`config.mk`:
```
export PLATFORM = sky130hd
export DESIGN_NAME = adcrd_core
export DESIGN_NICKNAME = d
export VERILOG_FILES = /design/src/hw/adcrd_pkg.sv /design/src/hw/adcrd_link_if.sv /design/src/hw/adcrd_core.sv /design/src/hw/adcrd_spi_rx.sv /design/src/hw/adcrd_frame_timer.sv
export SDC_FILE = /design/constraint.sdc
export NUM_CORES = 2
export LEC_CHECK = 0
export BUFFER_PORTS_ARGS = -buffer_cell sky130_fd_sc_hd__clkbuf_2
export CORE_ASPECT_RATIO = 0.9
export CORE_MARGIN = 3
export CORE_UTILIZATION = 25
export CTS_BUF_LIST = sky130_fd_sc_hd__clkbuf_16
export DETAILED_ROUTE_END_ITERATION = 8
export GPL_TIMING_DRIVEN = 0
export PLACE_DENSITY_LB_ADDON = 0.3
export SYNTH_ARGS = -nofsm -noshare
export SYNTH_HDL_FRONTEND = slang
export SYNTH_SLANG_ARGS = --single-unit
```
`constraint.sdc`:
```
create_clock -name ref_clk -period 19.7 [get_ports ref_clk]
set_clock_uncertainty 0.15 [all_clocks]
set_input_delay 2.955 -clock ref_clk [delete_from_list [all_inputs] [get_ports ref_clk]]
set_output_delay 2.955 -clock ref_clk [all_outputs]
set_load 0.03 [all_outputs]
```
`src/hw/adcrd_pkg.sv`:
```
// constants shared by the adc readout and interrupt block
package adcrd_pkg;
	localparam int unsigned CLK_NS = 100;
	localparam int unsigned FRAME_NS = 50000;
	localparam int unsigned EOC_PULSE_NS = 10000;
	localparam int unsigned FRAME_CYC = FRAME_NS / CLK_NS;
	localparam int unsigned SLOT_CYC = FRAME_CYC / 4;
	localparam logic [6:0] SLOT_LAST = 7'(SLOT_CYC - 1);
	localparam logic [6:0] EOC_CYC = 7'(EOC_PULSE_NS / CLK_NS);

	localparam logic [5:0] ADDR_RAW1 = 6'h01;
	localparam logic [5:0] ADDR_AVG1 = 6'h05;
	localparam logic [5:0] ADDR_UPPER1 = 6'h09;
	localparam logic [5:0] ADDR_LOWER1 = 6'h0d;
	localparam logic [5:0] ADDR_CMP = 6'h11;
	localparam logic [5:0] ADDR_FLAGS = 6'h12;
	localparam logic [5:0] ADDR_MASK = 6'h13;

	localparam logic [6:0] CMD_BITS = 7'h08;
	localparam logic [6:0] LEN_SHORT = 7'h18;
	localparam logic [6:0] LEN_CRC = 7'h20;
	localparam logic [6:0] LEN_BURST = 7'h58;
	localparam logic [6:0] LEN_BURST_CRC = 7'h60;
	localparam logic [6:0] LEN_MAX = 7'h7f;
	localparam int unsigned CMD_WR = 1;
	localparam int unsigned CMD_BURST = 0;

	localparam int unsigned BIT_FALL0 = 4;
	localparam int unsigned BIT_CRC_FAULT = 8;
	localparam int unsigned BIT_FRAMING = 9;
	localparam int unsigned BIT_STREAM = 10;
	localparam int unsigned BIT_EOC = 12;
	localparam int unsigned BIT_STALE = 15;
	localparam int unsigned BIT_MODE = 15;
	localparam int unsigned BIT_SRC = 14;
	localparam logic [15:0] EOC_MASK = 16'h1000;

	localparam logic [15:0] FLAGS_RST = 16'h0000;
	localparam logic [15:0] MASK_RST = 16'h0000;
	localparam logic [15:0] UPPER_RST = 16'h0000;
	localparam logic [11:0] LOWER_RST = 12'h000;
	localparam logic [3:0] STALE_RST = 4'hf;
endpackage

```
`src/hw/adcrd_link_if.sv`:
```
// decoded serial-port events passed from the pin sampler to the core
`timescale 1ns/1ps
`default_nettype none
interface adcrd_link_if;
	logic csLow;
	logic csRise;
	logic sclkRise;
	logic sclkFall;
	logic mosiBit;
	modport rx
	(
		output csLow,
		output csRise,
		output sclkRise,
		output sclkFall,
		output mosiBit
	);
	modport core
	(
		input csLow,
		input csRise,
		input sclkRise,
		input sclkFall,
		input mosiBit
	);
endinterface
`default_nettype wire

```
`src/hw/adcrd_core.sv`:
```
// adc readout, comparators, read-clear interrupt flags and serial register port
// How it works
// (RULE1) threshold writes apply from the next frame
// (RULE2) flag register read clears all, releases pin
// (RULE3) clearing ignores whether host accepts checksum
// (RULE4) still-present fault sets its bit again
// (RULE5) bit newly set during read survives it
// (RULE6) bit set at read start clears anyway
// (RULE7) host reads flags on pin or polls
// (RULE8) end of frame sets bit 12, pin
// (RULE9) end-of-frame pin pulse lasts 10 us
// (RULE10) four channels converted every 50 us
// (RULE11) raw bit 15 zero when fresh, read sets
// (RULE12) burst read returns four results plus flags
// (RULE13) unread results overwritten by next frame
// (RULE14) refresh during chip select held until release
// (RULE15) host transfers often, shorter than frame; the bench host model's 96-bit burst lasts 76.8 us, longer than a frame
// (RULE16) host reads within 50 us after pulse
// (RULE17) upper threshold bit 15 mode, 14 source
// (RULE18) comparator results readable in status register
// (RULE19) crossings set rising or falling flag, pin
// (RULE20) bad bit count: framing flag, no decode
// (RULE21) pin asserted while any enabled flag set; bit 12 only drives the 10 us end-of-frame pulse
`timescale 1ns/1ps
`default_nettype none
module adcrd_core
	import adcrd_pkg::*;
(
	input wire logic ref_clk,
	input wire logic rst,
	input wire logic csN,
	input wire logic sclk,
	input wire logic mosi,
	output logic misoOut,
	output logic misoOeN,
	output logic intN,
	input wire logic [3:0][11:0] rawIn,
	input wire logic [3:0][11:0] avgIn,
	input wire logic crcFaultLvl,
	input wire logic streamFaultLvl
);
	typedef struct packed {
		logic [3:0][11:0] rawRes;
		logic [3:0][11:0] avgRes;
		logic [3:0][11:0] rawPend;
		logic [3:0][11:0] avgPend;
		logic [3:0] pendV;
		logic [3:0] stale;
		logic [3:0] rdStale;
		logic [3:0] cmpRes;
		logic [3:0][15:0] upperCfg;
		logic [3:0][15:0] upperAct;
		logic [3:0][11:0] lowerThr;
		logic [3:0][11:0] lowerAct;
		logic [15:0] flags;
		logic [15:0] mask;
		logic [15:0] snap;
		logic [6:0] eocCnt;
		logic [6:0] bitCnt;
		logic [7:0] cmd;
		logic [23:0] inShift;
		logic [79:0] outShift;
		logic misoBit;
		logic readFlags;
		logic intAct;
	} adcrd_core_t;

	adcrd_core_t state_r;
	adcrd_core_t state_nxt;
	adcrd_link_if link();
	logic chanDone;
	logic [1:0] chanIdx;
	logic frameEnd;
	logic lenValid;
	logic kindOk;
	logic rdDone;

	adcrd_spi_rx u_rx
	(
		.ref_clk(ref_clk),
		.rst(rst),
		.csN(csN),
		.sclk(sclk),
		.mosi(mosi),
		.link(link)
	);

	adcrd_frame_timer u_tmr
	(
		.ref_clk(ref_clk),
		.rst(rst),
		.chanDone(chanDone),
		.chanIdx(chanIdx),
		.frameEnd(frameEnd)
	);

	function automatic logic inRange(input logic [5:0] a, input logic [5:0] base);
		return (a >= base) && (a < base + 6'h04);
	endfunction

	function automatic logic [1:0] chanOf(input logic [5:0] a, input logic [5:0] base);
		logic [5:0] d;
		d = a - base;
		return d[1:0];
	endfunction

	function automatic logic burstLen(input logic [6:0] len);
		return (len == LEN_BURST) || (len == LEN_BURST_CRC);
	endfunction

	function automatic logic shortLen(input logic [6:0] len);
		return (len == LEN_SHORT) || (len == LEN_CRC);
	endfunction

	function automatic logic [15:0] regRead(input adcrd_core_t s, input logic [5:0] a);
		logic [1:0] i;
		i = 2'h0;
		if (inRange(a, ADDR_RAW1))
		begin
			i = chanOf(a, ADDR_RAW1);
			return {s.stale[i], 3'h0, s.rawRes[i]}; // [RULE11]
		end
		if (inRange(a, ADDR_AVG1))
		begin
			i = chanOf(a, ADDR_AVG1);
			return {4'h0, s.avgRes[i]};
		end
		if (inRange(a, ADDR_UPPER1))
		begin
			i = chanOf(a, ADDR_UPPER1);
			return s.upperCfg[i];
		end
		if (inRange(a, ADDR_LOWER1))
		begin
			i = chanOf(a, ADDR_LOWER1);
			return {4'h0, s.lowerThr[i]};
		end
		case (a)
			ADDR_CMP: return {12'h000, s.cmpRes}; // [RULE18]
			ADDR_FLAGS: return s.flags;
			ADDR_MASK: return s.mask;
			default: return 16'h0000;
		endcase
	endfunction

	assign lenValid = burstLen(state_r.bitCnt) || shortLen(state_r.bitCnt);
	assign kindOk = state_r.cmd[CMD_BURST] ? burstLen(state_r.bitCnt) : shortLen(state_r.bitCnt);
	assign rdDone = link.csRise && kindOk && state_r.readFlags;

	always_comb
	begin
		logic [15:0] evt;
		logic [15:0] wrData;
		logic [7:0] cmdNow;
		logic [5:0] addr;
		logic [11:0] sample;
		logic cmpNew;
		evt = 16'h0000;
		wrData = 16'h0000;
		cmdNow = 8'h00;
		addr = state_r.cmd[7:2];
		sample = 12'h000;
		cmpNew = 1'b0;
		state_nxt = state_r;

		// shift in, decode command after its eighth bit
		if (link.sclkRise)
		begin
			state_nxt.inShift = {state_r.inShift[22:0], link.mosiBit};
			if (state_r.bitCnt != LEN_MAX)
				state_nxt.bitCnt = state_r.bitCnt + 7'h01;
			if (state_r.bitCnt == CMD_BITS - 7'h01)
			begin
				cmdNow = {state_r.inShift[6:0], link.mosiBit};
				state_nxt.cmd = cmdNow;
				addr = cmdNow[7:2];
				if (!cmdNow[CMD_WR] && cmdNow[CMD_BURST]
					&& (addr == ADDR_RAW1 || addr == ADDR_AVG1))
				begin
					for (int i = 0; i < 4; i++)
						state_nxt.outShift[79 - 16 * i -: 16] = regRead(state_r, addr + 6'(i)); // [RULE12]
					state_nxt.outShift[15:0] = state_r.flags;
					state_nxt.snap = state_r.flags; // [RULE6]
					state_nxt.readFlags = 1'b1;
					state_nxt.rdStale = (addr == ADDR_RAW1) ? 4'hf : 4'h0;
				end
				else if (!cmdNow[CMD_WR])
				begin
					state_nxt.outShift = {regRead(state_r, addr), 64'h0};
					if (addr == ADDR_FLAGS)
					begin
						state_nxt.snap = state_r.flags; // [RULE6]
						state_nxt.readFlags = 1'b1;
					end
					if (inRange(addr, ADDR_RAW1))
						state_nxt.rdStale[chanOf(addr, ADDR_RAW1)] = 1'b1;
				end
			end
		end
		if (link.sclkFall && state_r.bitCnt >= CMD_BITS)
		begin
			state_nxt.misoBit = state_r.outShift[79];
			state_nxt.outShift = {state_r.outShift[78:0], 1'b0};
		end
		if (!link.csLow)
		begin
			state_nxt.bitCnt = 7'h00;
			state_nxt.misoBit = 1'b0;
			state_nxt.readFlags = 1'b0;
			state_nxt.rdStale = 4'h0;
			state_nxt.cmd = 8'h00;
		end

		// end of transaction: check length, then commit
		if (link.csRise)
		begin
			if (!lenValid)
				evt[BIT_FRAMING] = 1'b1; // [RULE20]
			else if (kindOk && state_r.cmd[CMD_WR] && !state_r.cmd[CMD_BURST])
			begin
				wrData = (state_r.bitCnt == LEN_CRC) ? state_r.inShift[23:8] : state_r.inShift[15:0];
				if (inRange(addr, ADDR_UPPER1))
					state_nxt.upperCfg[chanOf(addr, ADDR_UPPER1)] = wrData; // [RULE17]
				if (inRange(addr, ADDR_LOWER1))
					state_nxt.lowerThr[chanOf(addr, ADDR_LOWER1)] = wrData[11:0];
				if (addr == ADDR_MASK)
					state_nxt.mask = wrData;
			end
			else if (kindOk)
				state_nxt.stale = state_r.stale | state_r.rdStale; // [RULE11]
		end

		// held-back refresh lands once chip select is released
		if (!link.csLow)
		begin
			for (int i = 0; i < 4; i++)
				if (state_r.pendV[i])
				begin
					state_nxt.rawRes[i] = state_r.rawPend[i]; // [RULE14]
					state_nxt.avgRes[i] = state_r.avgPend[i];
					state_nxt.stale[i] = 1'b0;
				end
			state_nxt.pendV = 4'h0;
		end

		// channel slot done: refresh and compare
		if (chanDone)
		begin
			if (link.csLow)
			begin
				state_nxt.rawPend[chanIdx] = rawIn[chanIdx]; // [RULE14]
				state_nxt.avgPend[chanIdx] = avgIn[chanIdx];
				state_nxt.pendV[chanIdx] = 1'b1;
			end
			else
			begin
				state_nxt.rawRes[chanIdx] = rawIn[chanIdx]; // [RULE13]
				state_nxt.avgRes[chanIdx] = avgIn[chanIdx];
				state_nxt.stale[chanIdx] = 1'b0; // [RULE11]
				state_nxt.pendV[chanIdx] = 1'b0;
			end
			sample = state_r.upperAct[chanIdx][BIT_SRC] ? rawIn[chanIdx] : avgIn[chanIdx]; // [RULE17]
			cmpNew = state_r.cmpRes[chanIdx];
			if (sample > state_r.upperAct[chanIdx][11:0])
				cmpNew = 1'b1;
			else if (sample < state_r.lowerAct[chanIdx])
				cmpNew = 1'b0;
			state_nxt.cmpRes[chanIdx] = cmpNew; // [RULE18]
			if (state_r.upperAct[chanIdx][BIT_MODE])
			begin
				evt[chanIdx] = sample > state_r.upperAct[chanIdx][11:0]; // [RULE19]
				evt[BIT_FALL0 + 32'(chanIdx)] = sample < state_r.lowerAct[chanIdx];
			end
			else
			begin
				evt[chanIdx] = cmpNew & ~state_r.cmpRes[chanIdx]; // [RULE19]
				evt[BIT_FALL0 + 32'(chanIdx)] = ~cmpNew & state_r.cmpRes[chanIdx];
			end
		end

		// frame boundary: load thresholds, end-of-conversion pulse
		if (state_r.eocCnt != 7'h00)
			state_nxt.eocCnt = state_r.eocCnt - 7'h01; // [RULE9]
		if (frameEnd)
		begin
			state_nxt.upperAct = state_r.upperCfg; // [RULE1]
			state_nxt.lowerAct = state_r.lowerThr;
			if (state_r.mask[BIT_EOC])
			begin
				evt[BIT_EOC] = 1'b1; // [RULE8] [RULE10]
				state_nxt.eocCnt = EOC_CYC; // [RULE9]
			end
		end

		// read-clear, then set wins, then standing faults set again
		if (rdDone)
			state_nxt.flags = state_r.flags & ~state_r.snap; // [RULE2] [RULE3] [RULE5] [RULE6] [RULE12]
		state_nxt.flags = state_nxt.flags | (evt & (state_r.mask | ~16'h00ff));
		state_nxt.flags[BIT_CRC_FAULT] = state_nxt.flags[BIT_CRC_FAULT] | crcFaultLvl; // [RULE4]
		state_nxt.flags[BIT_STREAM] = state_nxt.flags[BIT_STREAM] | streamFaultLvl; // [RULE4]
		state_nxt.intAct = (|(state_nxt.flags & state_nxt.mask & ~EOC_MASK))
			|| (state_nxt.eocCnt != 7'h00); // [RULE21] [RULE9]
	end

	always_ff @(posedge ref_clk or posedge rst)
	begin
		if (rst)
			state_r <= '{flags: FLAGS_RST, mask: MASK_RST, upperCfg: {4{UPPER_RST}},
				upperAct: {4{UPPER_RST}}, lowerThr: {4{LOWER_RST}}, lowerAct: {4{LOWER_RST}},
				stale: STALE_RST, default: '0};
		else
			state_r <= state_nxt;
	end

	assign misoOut = state_r.misoBit;
	assign misoOeN = ~link.csLow;
	assign intN = ~state_r.intAct;
endmodule
`default_nettype wire

```
`src/hw/adcrd_spi_rx.sv`:
```
// pin sampler: three-stage synchronisers and edge finding for the serial port
`timescale 1ns/1ps
`default_nettype none
module adcrd_spi_rx
	import adcrd_pkg::*;
(
	input wire logic ref_clk,
	input wire logic rst,
	input wire logic csN,
	input wire logic sclk,
	input wire logic mosi,
	adcrd_link_if.rx link
);
	typedef struct packed {
		logic [2:0] csS;
		logic [2:0] sclkS;
		logic [2:0] mosiS;
		logic csF;
		logic sclkF;
		logic mosiF;
		logic csRise;
		logic sclkRise;
		logic sclkFall;
	} adcrd_rx_t;

	adcrd_rx_t rx_r;
	adcrd_rx_t rx_nxt;

	always_comb
	begin
		rx_nxt = rx_r;
		rx_nxt.csS = {rx_r.csS[1:0], csN};
		rx_nxt.sclkS = {rx_r.sclkS[1:0], sclk};
		rx_nxt.mosiS = {rx_r.mosiS[1:0], mosi};
		// a change counts once stages two and three agree
		if (rx_r.csS[1] == rx_r.csS[2])
			rx_nxt.csF = rx_r.csS[2];
		if (rx_r.sclkS[1] == rx_r.sclkS[2])
			rx_nxt.sclkF = rx_r.sclkS[2];
		if (rx_r.mosiS[1] == rx_r.mosiS[2])
			rx_nxt.mosiF = rx_r.mosiS[2];
		rx_nxt.csRise = rx_nxt.csF & ~rx_r.csF;
		rx_nxt.sclkRise = rx_nxt.sclkF & ~rx_r.sclkF & ~rx_nxt.csF;
		rx_nxt.sclkFall = ~rx_nxt.sclkF & rx_r.sclkF & ~rx_nxt.csF;
	end

	always_ff @(posedge ref_clk or posedge rst)
	begin
		if (rst)
			rx_r <= '{csS: 3'h7, csF: 1'b1, default: '0};
		else
			rx_r <= rx_nxt;
	end

	assign link.csLow = ~rx_r.csF;
	assign link.csRise = rx_r.csRise;
	assign link.sclkRise = rx_r.sclkRise;
	assign link.sclkFall = rx_r.sclkFall;
	assign link.mosiBit = rx_r.mosiF;
endmodule
`default_nettype wire

```
`src/hw/adcrd_frame_timer.sv`:
```
// conversion frame timer: four channel slots per frame
`timescale 1ns/1ps
`default_nettype none
module adcrd_frame_timer
	import adcrd_pkg::*;
(
	input wire logic ref_clk,
	input wire logic rst,
	output logic chanDone,
	output logic [1:0] chanIdx,
	output logic frameEnd
);
	typedef struct packed {
		logic [6:0] slotCnt;
		logic [1:0] chan;
		logic [1:0] idx;
		logic done;
		logic fend;
	} adcrd_tmr_t;

	adcrd_tmr_t tmr_r;
	adcrd_tmr_t tmr_nxt;

	always_comb
	begin
		tmr_nxt = tmr_r;
		tmr_nxt.done = 1'b0;
		tmr_nxt.fend = 1'b0;
		if (tmr_r.slotCnt == SLOT_LAST)
		begin
			tmr_nxt.slotCnt = 7'h00;
			tmr_nxt.done = 1'b1;
			tmr_nxt.idx = tmr_r.chan;
			tmr_nxt.chan = tmr_r.chan + 2'h1;
			tmr_nxt.fend = (tmr_r.chan == 2'h3);
		end
		else
			tmr_nxt.slotCnt = tmr_r.slotCnt + 7'h01;
	end

	always_ff @(posedge ref_clk or posedge rst)
	begin
		if (rst)
			tmr_r <= '0;
		else
			tmr_r <= tmr_nxt;
	end

	assign chanDone = tmr_r.done;
	assign chanIdx = tmr_r.idx;
	assign frameEnd = tmr_r.fend;
endmodule
`default_nettype wire

```
After elaboration in Yosys (flattened, before gate mapping):

Cells that the tools add are included.

* register bits after elaboration: 637
* bits of input ports: 103
* output and inout port bits: 3
* logic and storage cells: 565

* add/subtract/negate cells: 26
* order comparisons: 65
* equal/unequal tests: 29
* mux-type cells: 298
* bitwise operators: 27
* reduce and logical (&&, ||, !) cells: 59

Operators by type and width (number)
* $mux W16: 53
* $bmux W12 S2: 15
* $mux W12: 26
* $mux W96: 3
* $bwmux W48: 5
* $mux W80: 3
* $mux W200: 1
* $pmux W16 S3: 4
* $bmux W16 S2: 5
* $mux W1: 138
* $mux W119: 1
* $mux W81: 1
* $eq A6 B5 Y1 const B: 13
* $bwmux W16: 4
* $bwmux W64: 1
* $ge A6 B4 Y1 const B: 10
* $lt A2 B3 Y1 const B: 19
* $lt A6 B4 Y1 const B: 9
* $mux W4: 13
* $and A16 B16 Y16: 3
* $demux W12 S2: 2
* $sub A2 B1 Y2 const B: 18
* $mux W7: 5
* $demux W16 S2: 1
* 54 further kinds: 151

Longest topological paths before layout:

* depth in word-level cells: 35
* mapped depth: 17
* depth with buffers taken out: 11

Modules after synthesis:

A second synthesis with hierarchy kept.

* cell total of the unflattened synthesis: 3104
* area total of the unflattened synthesis: 35836.9 um^2

Modules (own cells, without submodules)
* adcrd_core: instances 1, cells each 3031, area each 34802.1 um^2, sequential area each 15044.4 um^2
* adcrd_frame_timer: instances 1, cells each 48, area each 586.8 um^2, sequential area each 325.3 um^2
* adcrd_spi_rx: instances 1, cells each 25, area each 447.9 um^2, sequential area each 380.4 um^2

Worst setup path before layout:

No wires, ideal clock.

* path kind: input -> register
* from: in rawIn[47] (netlist name)
* to: reg state_r[0] (netlist name)
* setup time: 0.129 ns
* data arrival time: 5.518 ns
* required time: 19.421 ns
* path slack: 13.904 ns
* cell stages on the path: 11
* buffers on the path: 0
* cell sequence: mux4_2 -> mux2_2 -> ha_1 -> nand2_1 -> nor4_1 -> o21bai_1 -> a211oi_1 -> a32o_1 -> a22oi_1 -> o31ai_1 -> a2111o_1

RTL lines
* start, declared: RTL line adcrd_core.sv:37 `input wire logic [3:0][11:0] rawIn,`
* end signal, assigned: RTL line adcrd_core.sv:308 `state_r <= '{flags: FLAGS_RST, mask: MASK_RST, upperCfg: {4{UPPER_RST}},`
* end signal, assigned: RTL line adcrd_core.sv:312 `state_r <= state_nxt;`
* end, declared: RTL line adcrd_core.sv:68 `adcrd_core_t state_r;`

Worst setup path in the final report:

* from: reg state_r[84] (netlist name)
* to: reg state_r[68] (netlist name)

* cells in the longest elaborated chain, start to end: 19
* elaborated cells on any way between the ends: 95
* those cells by class: add/sub (4); order compare (8); eq/ne (6); mux (70); reduce/logical (7)

Ends and longest elaborated chain
* $ge A6 B4 Y1 or $lt A6 B5 Y1 (tied branches): RTL line adcrd_core.sv:98 `return (a >= base) && (a < base + 6'h04);`
* $logic_and A1 B1 Y1: RTL line adcrd_core.sv:98
* $mux W1 (2 in a row): RTL line adcrd_core.sv:133 `if (inRange(a, ADDR_LOWER1))`
* $mux W1: RTL line adcrd_core.sv:128 `if (inRange(a, ADDR_UPPER1))`
* $mux W1: RTL line adcrd_core.sv:123 `if (inRange(a, ADDR_AVG1))`
* $mux W1: RTL line adcrd_core.sv:187 `else if (!cmdNow[CMD_WR])`
* $mux W1: RTL line adcrd_core.sv:177 `if (!cmdNow[CMD_WR] && cmdNow[CMD_BURST]`
* $mux W1: RTL line adcrd_core.sv:172 `if (state_r.bitCnt == CMD_BITS - 7'h01)`
* (+2 left out)
* $mux W16: RTL line adcrd_core.sv:133
* $mux W16: RTL line adcrd_core.sv:128
* $mux W16: RTL line adcrd_core.sv:123
* $mux W80: RTL line adcrd_core.sv:187
* $mux W80: RTL line adcrd_core.sv:177
* $mux W80: RTL line adcrd_core.sv:172
* $mux W119: RTL line adcrd_core.sv:167 `if (link.sclkRise)`
* $mux W81: RTL line adcrd_core.sv:200 `if (link.sclkFall && state_r.bitCnt >= CMD_BITS)`

Several ways; a longest one is shown, not always the timed one. The select of a mux whose other input is x is not followed.
A chain may end at the register's enable or synchronous reset.

==> out/metrics.sh <==
LAYOUT-DRIVE-GT1-SHARE_PCT=28.8
SYNTH_EDF_COUNT=0
MAX-VDD-IR-DROP_mV=0.0608
CTSHOLDBUFFERS=0
REG2REG_FROM='state_r[84]'
WORSTSETUPENDPOINTTYPE='flip-flop'
YOSYSSEQAREASHARE_PCT=44.2
POSTSYNTH.TOPFLOPCELL='sky130_fd_sc_hd__dfrtp_1'
GRT.BUSIEST_LAYER='met2'
FINAL_ANTENNA_NET_COUNT=0
YS_SEQ_ELEMENTS=629
LAYOUT.FILLER_CELLS=14653
GLOBALROUTETOTALUTIL_PCT=19.1
CTS-BUFFERS-INSERTED=74
POWER-PER-CELL-AREA_nW_PER_UM2=103
TOTAL_LEAKAGE_POWER_nW=17.6
DRT_WL_TOTAL_UM=143000
DETAILEDROUTE.FIRSTITERATIONVIOLATIONS=3205
CTS_MAX_PATH_BUFFERS=3
GRT_ANTENNA_BEFORE_REPAIR=4
DRT_PRE_ANTENNA_ITERS=8
DP.FINAL_HPWL_UM=111000
RSZ0062_AT_GRT='false'
AREA_GROWTH_SYN_TO_LAYOUT_PCT=15.9
DP_CELLS=4926
MULTIINPUTGATEAREA_UM2=18700
PLACE.PORT_BUFFERS=105
YOSYSWARNINGS=0
NUMBER_OF_PLACEMENT_ROWS=130
WORSTMARGINPINSLEW_PS=1340
CRIT_REQUIRED_PS=20060
GRT.MET3_USAGE_PCT=4.99
PIN_COUNT=106
INITIAL_CORE_UTILIZATION_PCT=25.4
WORST-PATH-MAX-FANOUT=13
CTS.REPAIR.RESIZED=0
MIN-DELAY-PATH-CLASS='flip-flop to flip-flop'
POST_SYNTH_INST_COUNT=2952
CRITPATHKIND='flip-flop to flip-flop'
DIE_FOOTPRINT_UM2=147000
WORST_SKEW_PAIR.LATE_LATENCY_PS=660
CTSHTREEMAXLEVEL=3
WIRE_LENGTH_OF_THE_FIRST_GLOBAL_ROUTING_PASS_UM=204000
FINAL-MAX-SLEW-VIOLATION-COUNT=0
POSTSYNTHNETCOUNT=3095
FINAL_MIN_PERIOD_OVER_CLOCK_PERIOD_PCT=43.9
SYNTHESIS.AREA_UM2=35600
CLOCK_TREE.ROOT_CELL='sky130_fd_sc_hd__clkbuf_16'
FIRST_GLOBAL_VIAS=26893
GRT_USE_MET2_PCT=28.2
SYNTH_AREA_PER_CELL_UM2=12.1
CRITICAL_PATH.STARTPOINT_TYPE='flip-flop'
HOLD_PATH_STARTPOINT='u_rx.rx_nxt[7]'
SYNTH.DISTINCT_CELLS=86
CTS.SINK_COUNT=629
CTS_TREE='done'
AVGVIACOUNTPERCELL=5.48
GP_CONGESTION=1.01
FINAL.MIN_CLOCK_PERIOD_PS=8650
WORSTPATHARRIVAL_PS=9010
DIE_H_UM=364
CRITICAL_PATH.STARTPOINT='state_r[84]'
TIMING_HOLD_VIOLATIONS_FINAL=0
STATUS='finished, final reports clean'
MAXIMUM_CLOCK_FREQUENCY_MHz=116
CLKTRANSATPATHREGS_PS=60
GLOBAL_ROUTE.OVERFLOW_TOTAL=0
FINAL_CELL_COUNT_NO_FILL=5064
DIE_W_UM=404
FINALSETUPVIOLATIONS=0
GRT_START_MAX_NET_PINS=42
WIRE_PER_INST_UM=28.2
NUM_VIAS=27742
NETS=3298
DETAIL_ROUTE.DRC_VIOLATIONS=0
CAP_VIOLATIONS=0
MAXSLEWHEADROOM_PCT=11.0
SYNTH_ASYNC_SR_FLOP_SHARE_PCT=100
GRT.MET1_USAGE_PCT=26.8
SEQCELLAREA_UM2=15800
FLOORPLAN.CORE_AREA_UM2=141000
POST_CTS.REPAIR.SETUP_BUFFERS=0
SUM_OF_NEGATIVE_SETUP_SLACK_PS=0
## cell usage after synthesis (all sizes together), types with 56 or more instances
| cell type | n | area share (%) |
|---|---|---|
| dfrtp | 621 | 44 |
| mux2 | 405 | 13 |
| mux4 | 227 | 14 |
| nor2 | 219 | 2.3 |
| nand2 | 186 | 2.0 |
| clkbuf | 173 | 2.0 |
| a21oi | 159 | 2.2 |
| mux2i | 142 | 4.0 |
| o21ai | 110 | 1.5 |
| a22oi | 89 | 1.9 |
| buf | 59 | 0.74 |
| a211oi | 56 | 1.2 |
| a22o | 56 | 1.4 |
## cell families after synthesis
| family | synth area share, % |
|---|---|
| fa+ha+maj | 1.46 |
| buf+inv | 3.34 |
| compound gates | 12.1 |
| mux | 31.2 |
| flops | 44.2 |
| xor+xnor | 0.615 |
| simple gates | 7.12 |
## layout make-up
class | instances | area share [%]
Antenna cell | 4 | 0.0242
Tap cell | 1848 | 5.60
Multi-Input combinational cell | 2042 | 45.3
Clock buffer | 74 | 4.49
Buffer | 233 | 2.44
Timing Repair Buffer | 127 | 2.29
Clock inverter | 59 | 1.25
Inverter | 48 | 0.445
Sequential cell | 629 | 38.1
## registers in the layout (all words and copies together), names as in the netlist
signal and count:
u_rx.link.sclkRise 1, u_tmr.chanDone 1, u_rx.link.sclkFall 1, u_rx.link.csRise 1, u_rx.rx_r 5, u_tmr.frameEnd 1
state_r 600, u_rx.link.mosiBit 1, u_tmr.chanIdx 2, misoOut 1, u_rx.rx_nxt 6, u_tmr.tmr_r 9
## report_power, final
group	total, mW	switching [mW]	leakage (nW)	internal, mW
Sequential	1.35	0.0297	8.17	1.32
Combinational	1.54	1.04	8.19	0.502
Clock	1.35	0.585	1.20	0.768
## layer usage
metal  share of wire, %  wire length [um]
met1                 44             63000
met2                 43             62100
met3                8.7             12500
met4                3.8              5450
met5                  0                 0
## metrics by stage
step | cell area, um^2 | power [mW] | util [%] | setup slack [ps] | hold slack (ps)
after CTS | 41300 | 4.21 | 29.4 | 11500 | 205
final | 41300 | 4.24 | 29.4 | 11050 | 200
after detailed placement | 38900 | 2.84 | 27.7 | 11480 | 190
after global placement | 38500 | 2.83 | 27.4 | 3740 | 191
after global routing | 41300 | 4.36 | 29.4 | 11280 | 207
after floorplan | 35600 | 2.26 | - | 8010 | 181
## path summary, 6_finish.rpt
path,end,slack [ps],depth (start not counted)
max,state_r[68],11050,13
min,u_rx.rx_nxt[8],200,0
max reg2reg,state_r[68],11050,13
min reg2reg,u_rx.rx_nxt[8],200,0
max in group asynchronous,u_tmr.chanIdx[1],15350,8
min in group asynchronous,state_r[73],2200,2
## critical path: stages, from the launching register on
cell                       delay (ps)
sky130_fd_sc_hd__dfrtp_1          460
sky130_fd_sc_hd__clkbuf_8         230
sky130_fd_sc_hd__inv_1            200
sky130_fd_sc_hd__buf_1            880
sky130_fd_sc_hd__clkbuf_1        1020
sky130_fd_sc_hd__clkbuf_1         850
sky130_fd_sc_hd__ha_1             260
sky130_fd_sc_hd__clkbuf_1         480
sky130_fd_sc_hd__clkbuf_1         900
sky130_fd_sc_hd__buf_1           1020
sky130_fd_sc_hd__buf_1            820
sky130_fd_sc_hd__mux4_2           450
sky130_fd_sc_hd__o221ai_1         550
sky130_fd_sc_hd__nand3_1          180
## cells in the final DEF (no fill, tap or decap), types with 14 or more instances in the layout
master | netlist | routed
sky130_fd_sc_hd__o21ai_0 | 110 | 110
sky130_fd_sc_hd__clkbuf_16 | 0 | 74
sky130_fd_sc_hd__dfrtp_1 | 621 | 621
sky130_fd_sc_hd__nand2_1 | 186 | 186
sky130_fd_sc_hd__nor3_1 | 24 | 24
sky130_fd_sc_hd__a211oi_1 | 54 | 54
sky130_fd_sc_hd__o211ai_1 | 18 | 18
sky130_fd_sc_hd__nor2_1 | 219 | 218
sky130_fd_sc_hd__clkbuf_1 | 166 | 166
sky130_fd_sc_hd__clkinv_1 | 0 | 15
sky130_fd_sc_hd__nand2b_1 | 16 | 16
sky130_fd_sc_hd__a221oi_1 | 15 | 15
sky130_fd_sc_hd__o31ai_1 | 14 | 14
sky130_fd_sc_hd__buf_12 | 0 | 18
sky130_fd_sc_hd__clkbuf_2 | 1 | 106
sky130_fd_sc_hd__nand3_1 | 24 | 24
sky130_fd_sc_hd__xnor2_1 | 16 | 16
sky130_fd_sc_hd__ha_1 | 40 | 40
sky130_fd_sc_hd__a22o_1 | 56 | 56
sky130_fd_sc_hd__o21a_1 | 17 | 17
sky130_fd_sc_hd__mux2i_1 | 142 | 142
sky130_fd_sc_hd__a22oi_1 | 89 | 89
sky130_fd_sc_hd__mux2_2 | 403 | 403
sky130_fd_sc_hd__a21oi_1 | 159 | 159
sky130_fd_sc_hd__and2_1 | 17 | 17
sky130_fd_sc_hd__buf_1 | 40 | 40
sky130_fd_sc_hd__buf_2 | 14 | 14
sky130_fd_sc_hd__inv_1 | 48 | 64
sky130_fd_sc_hd__mux4_2 | 227 | 227
No activity file was read; power rests on OpenSTA's default activity.
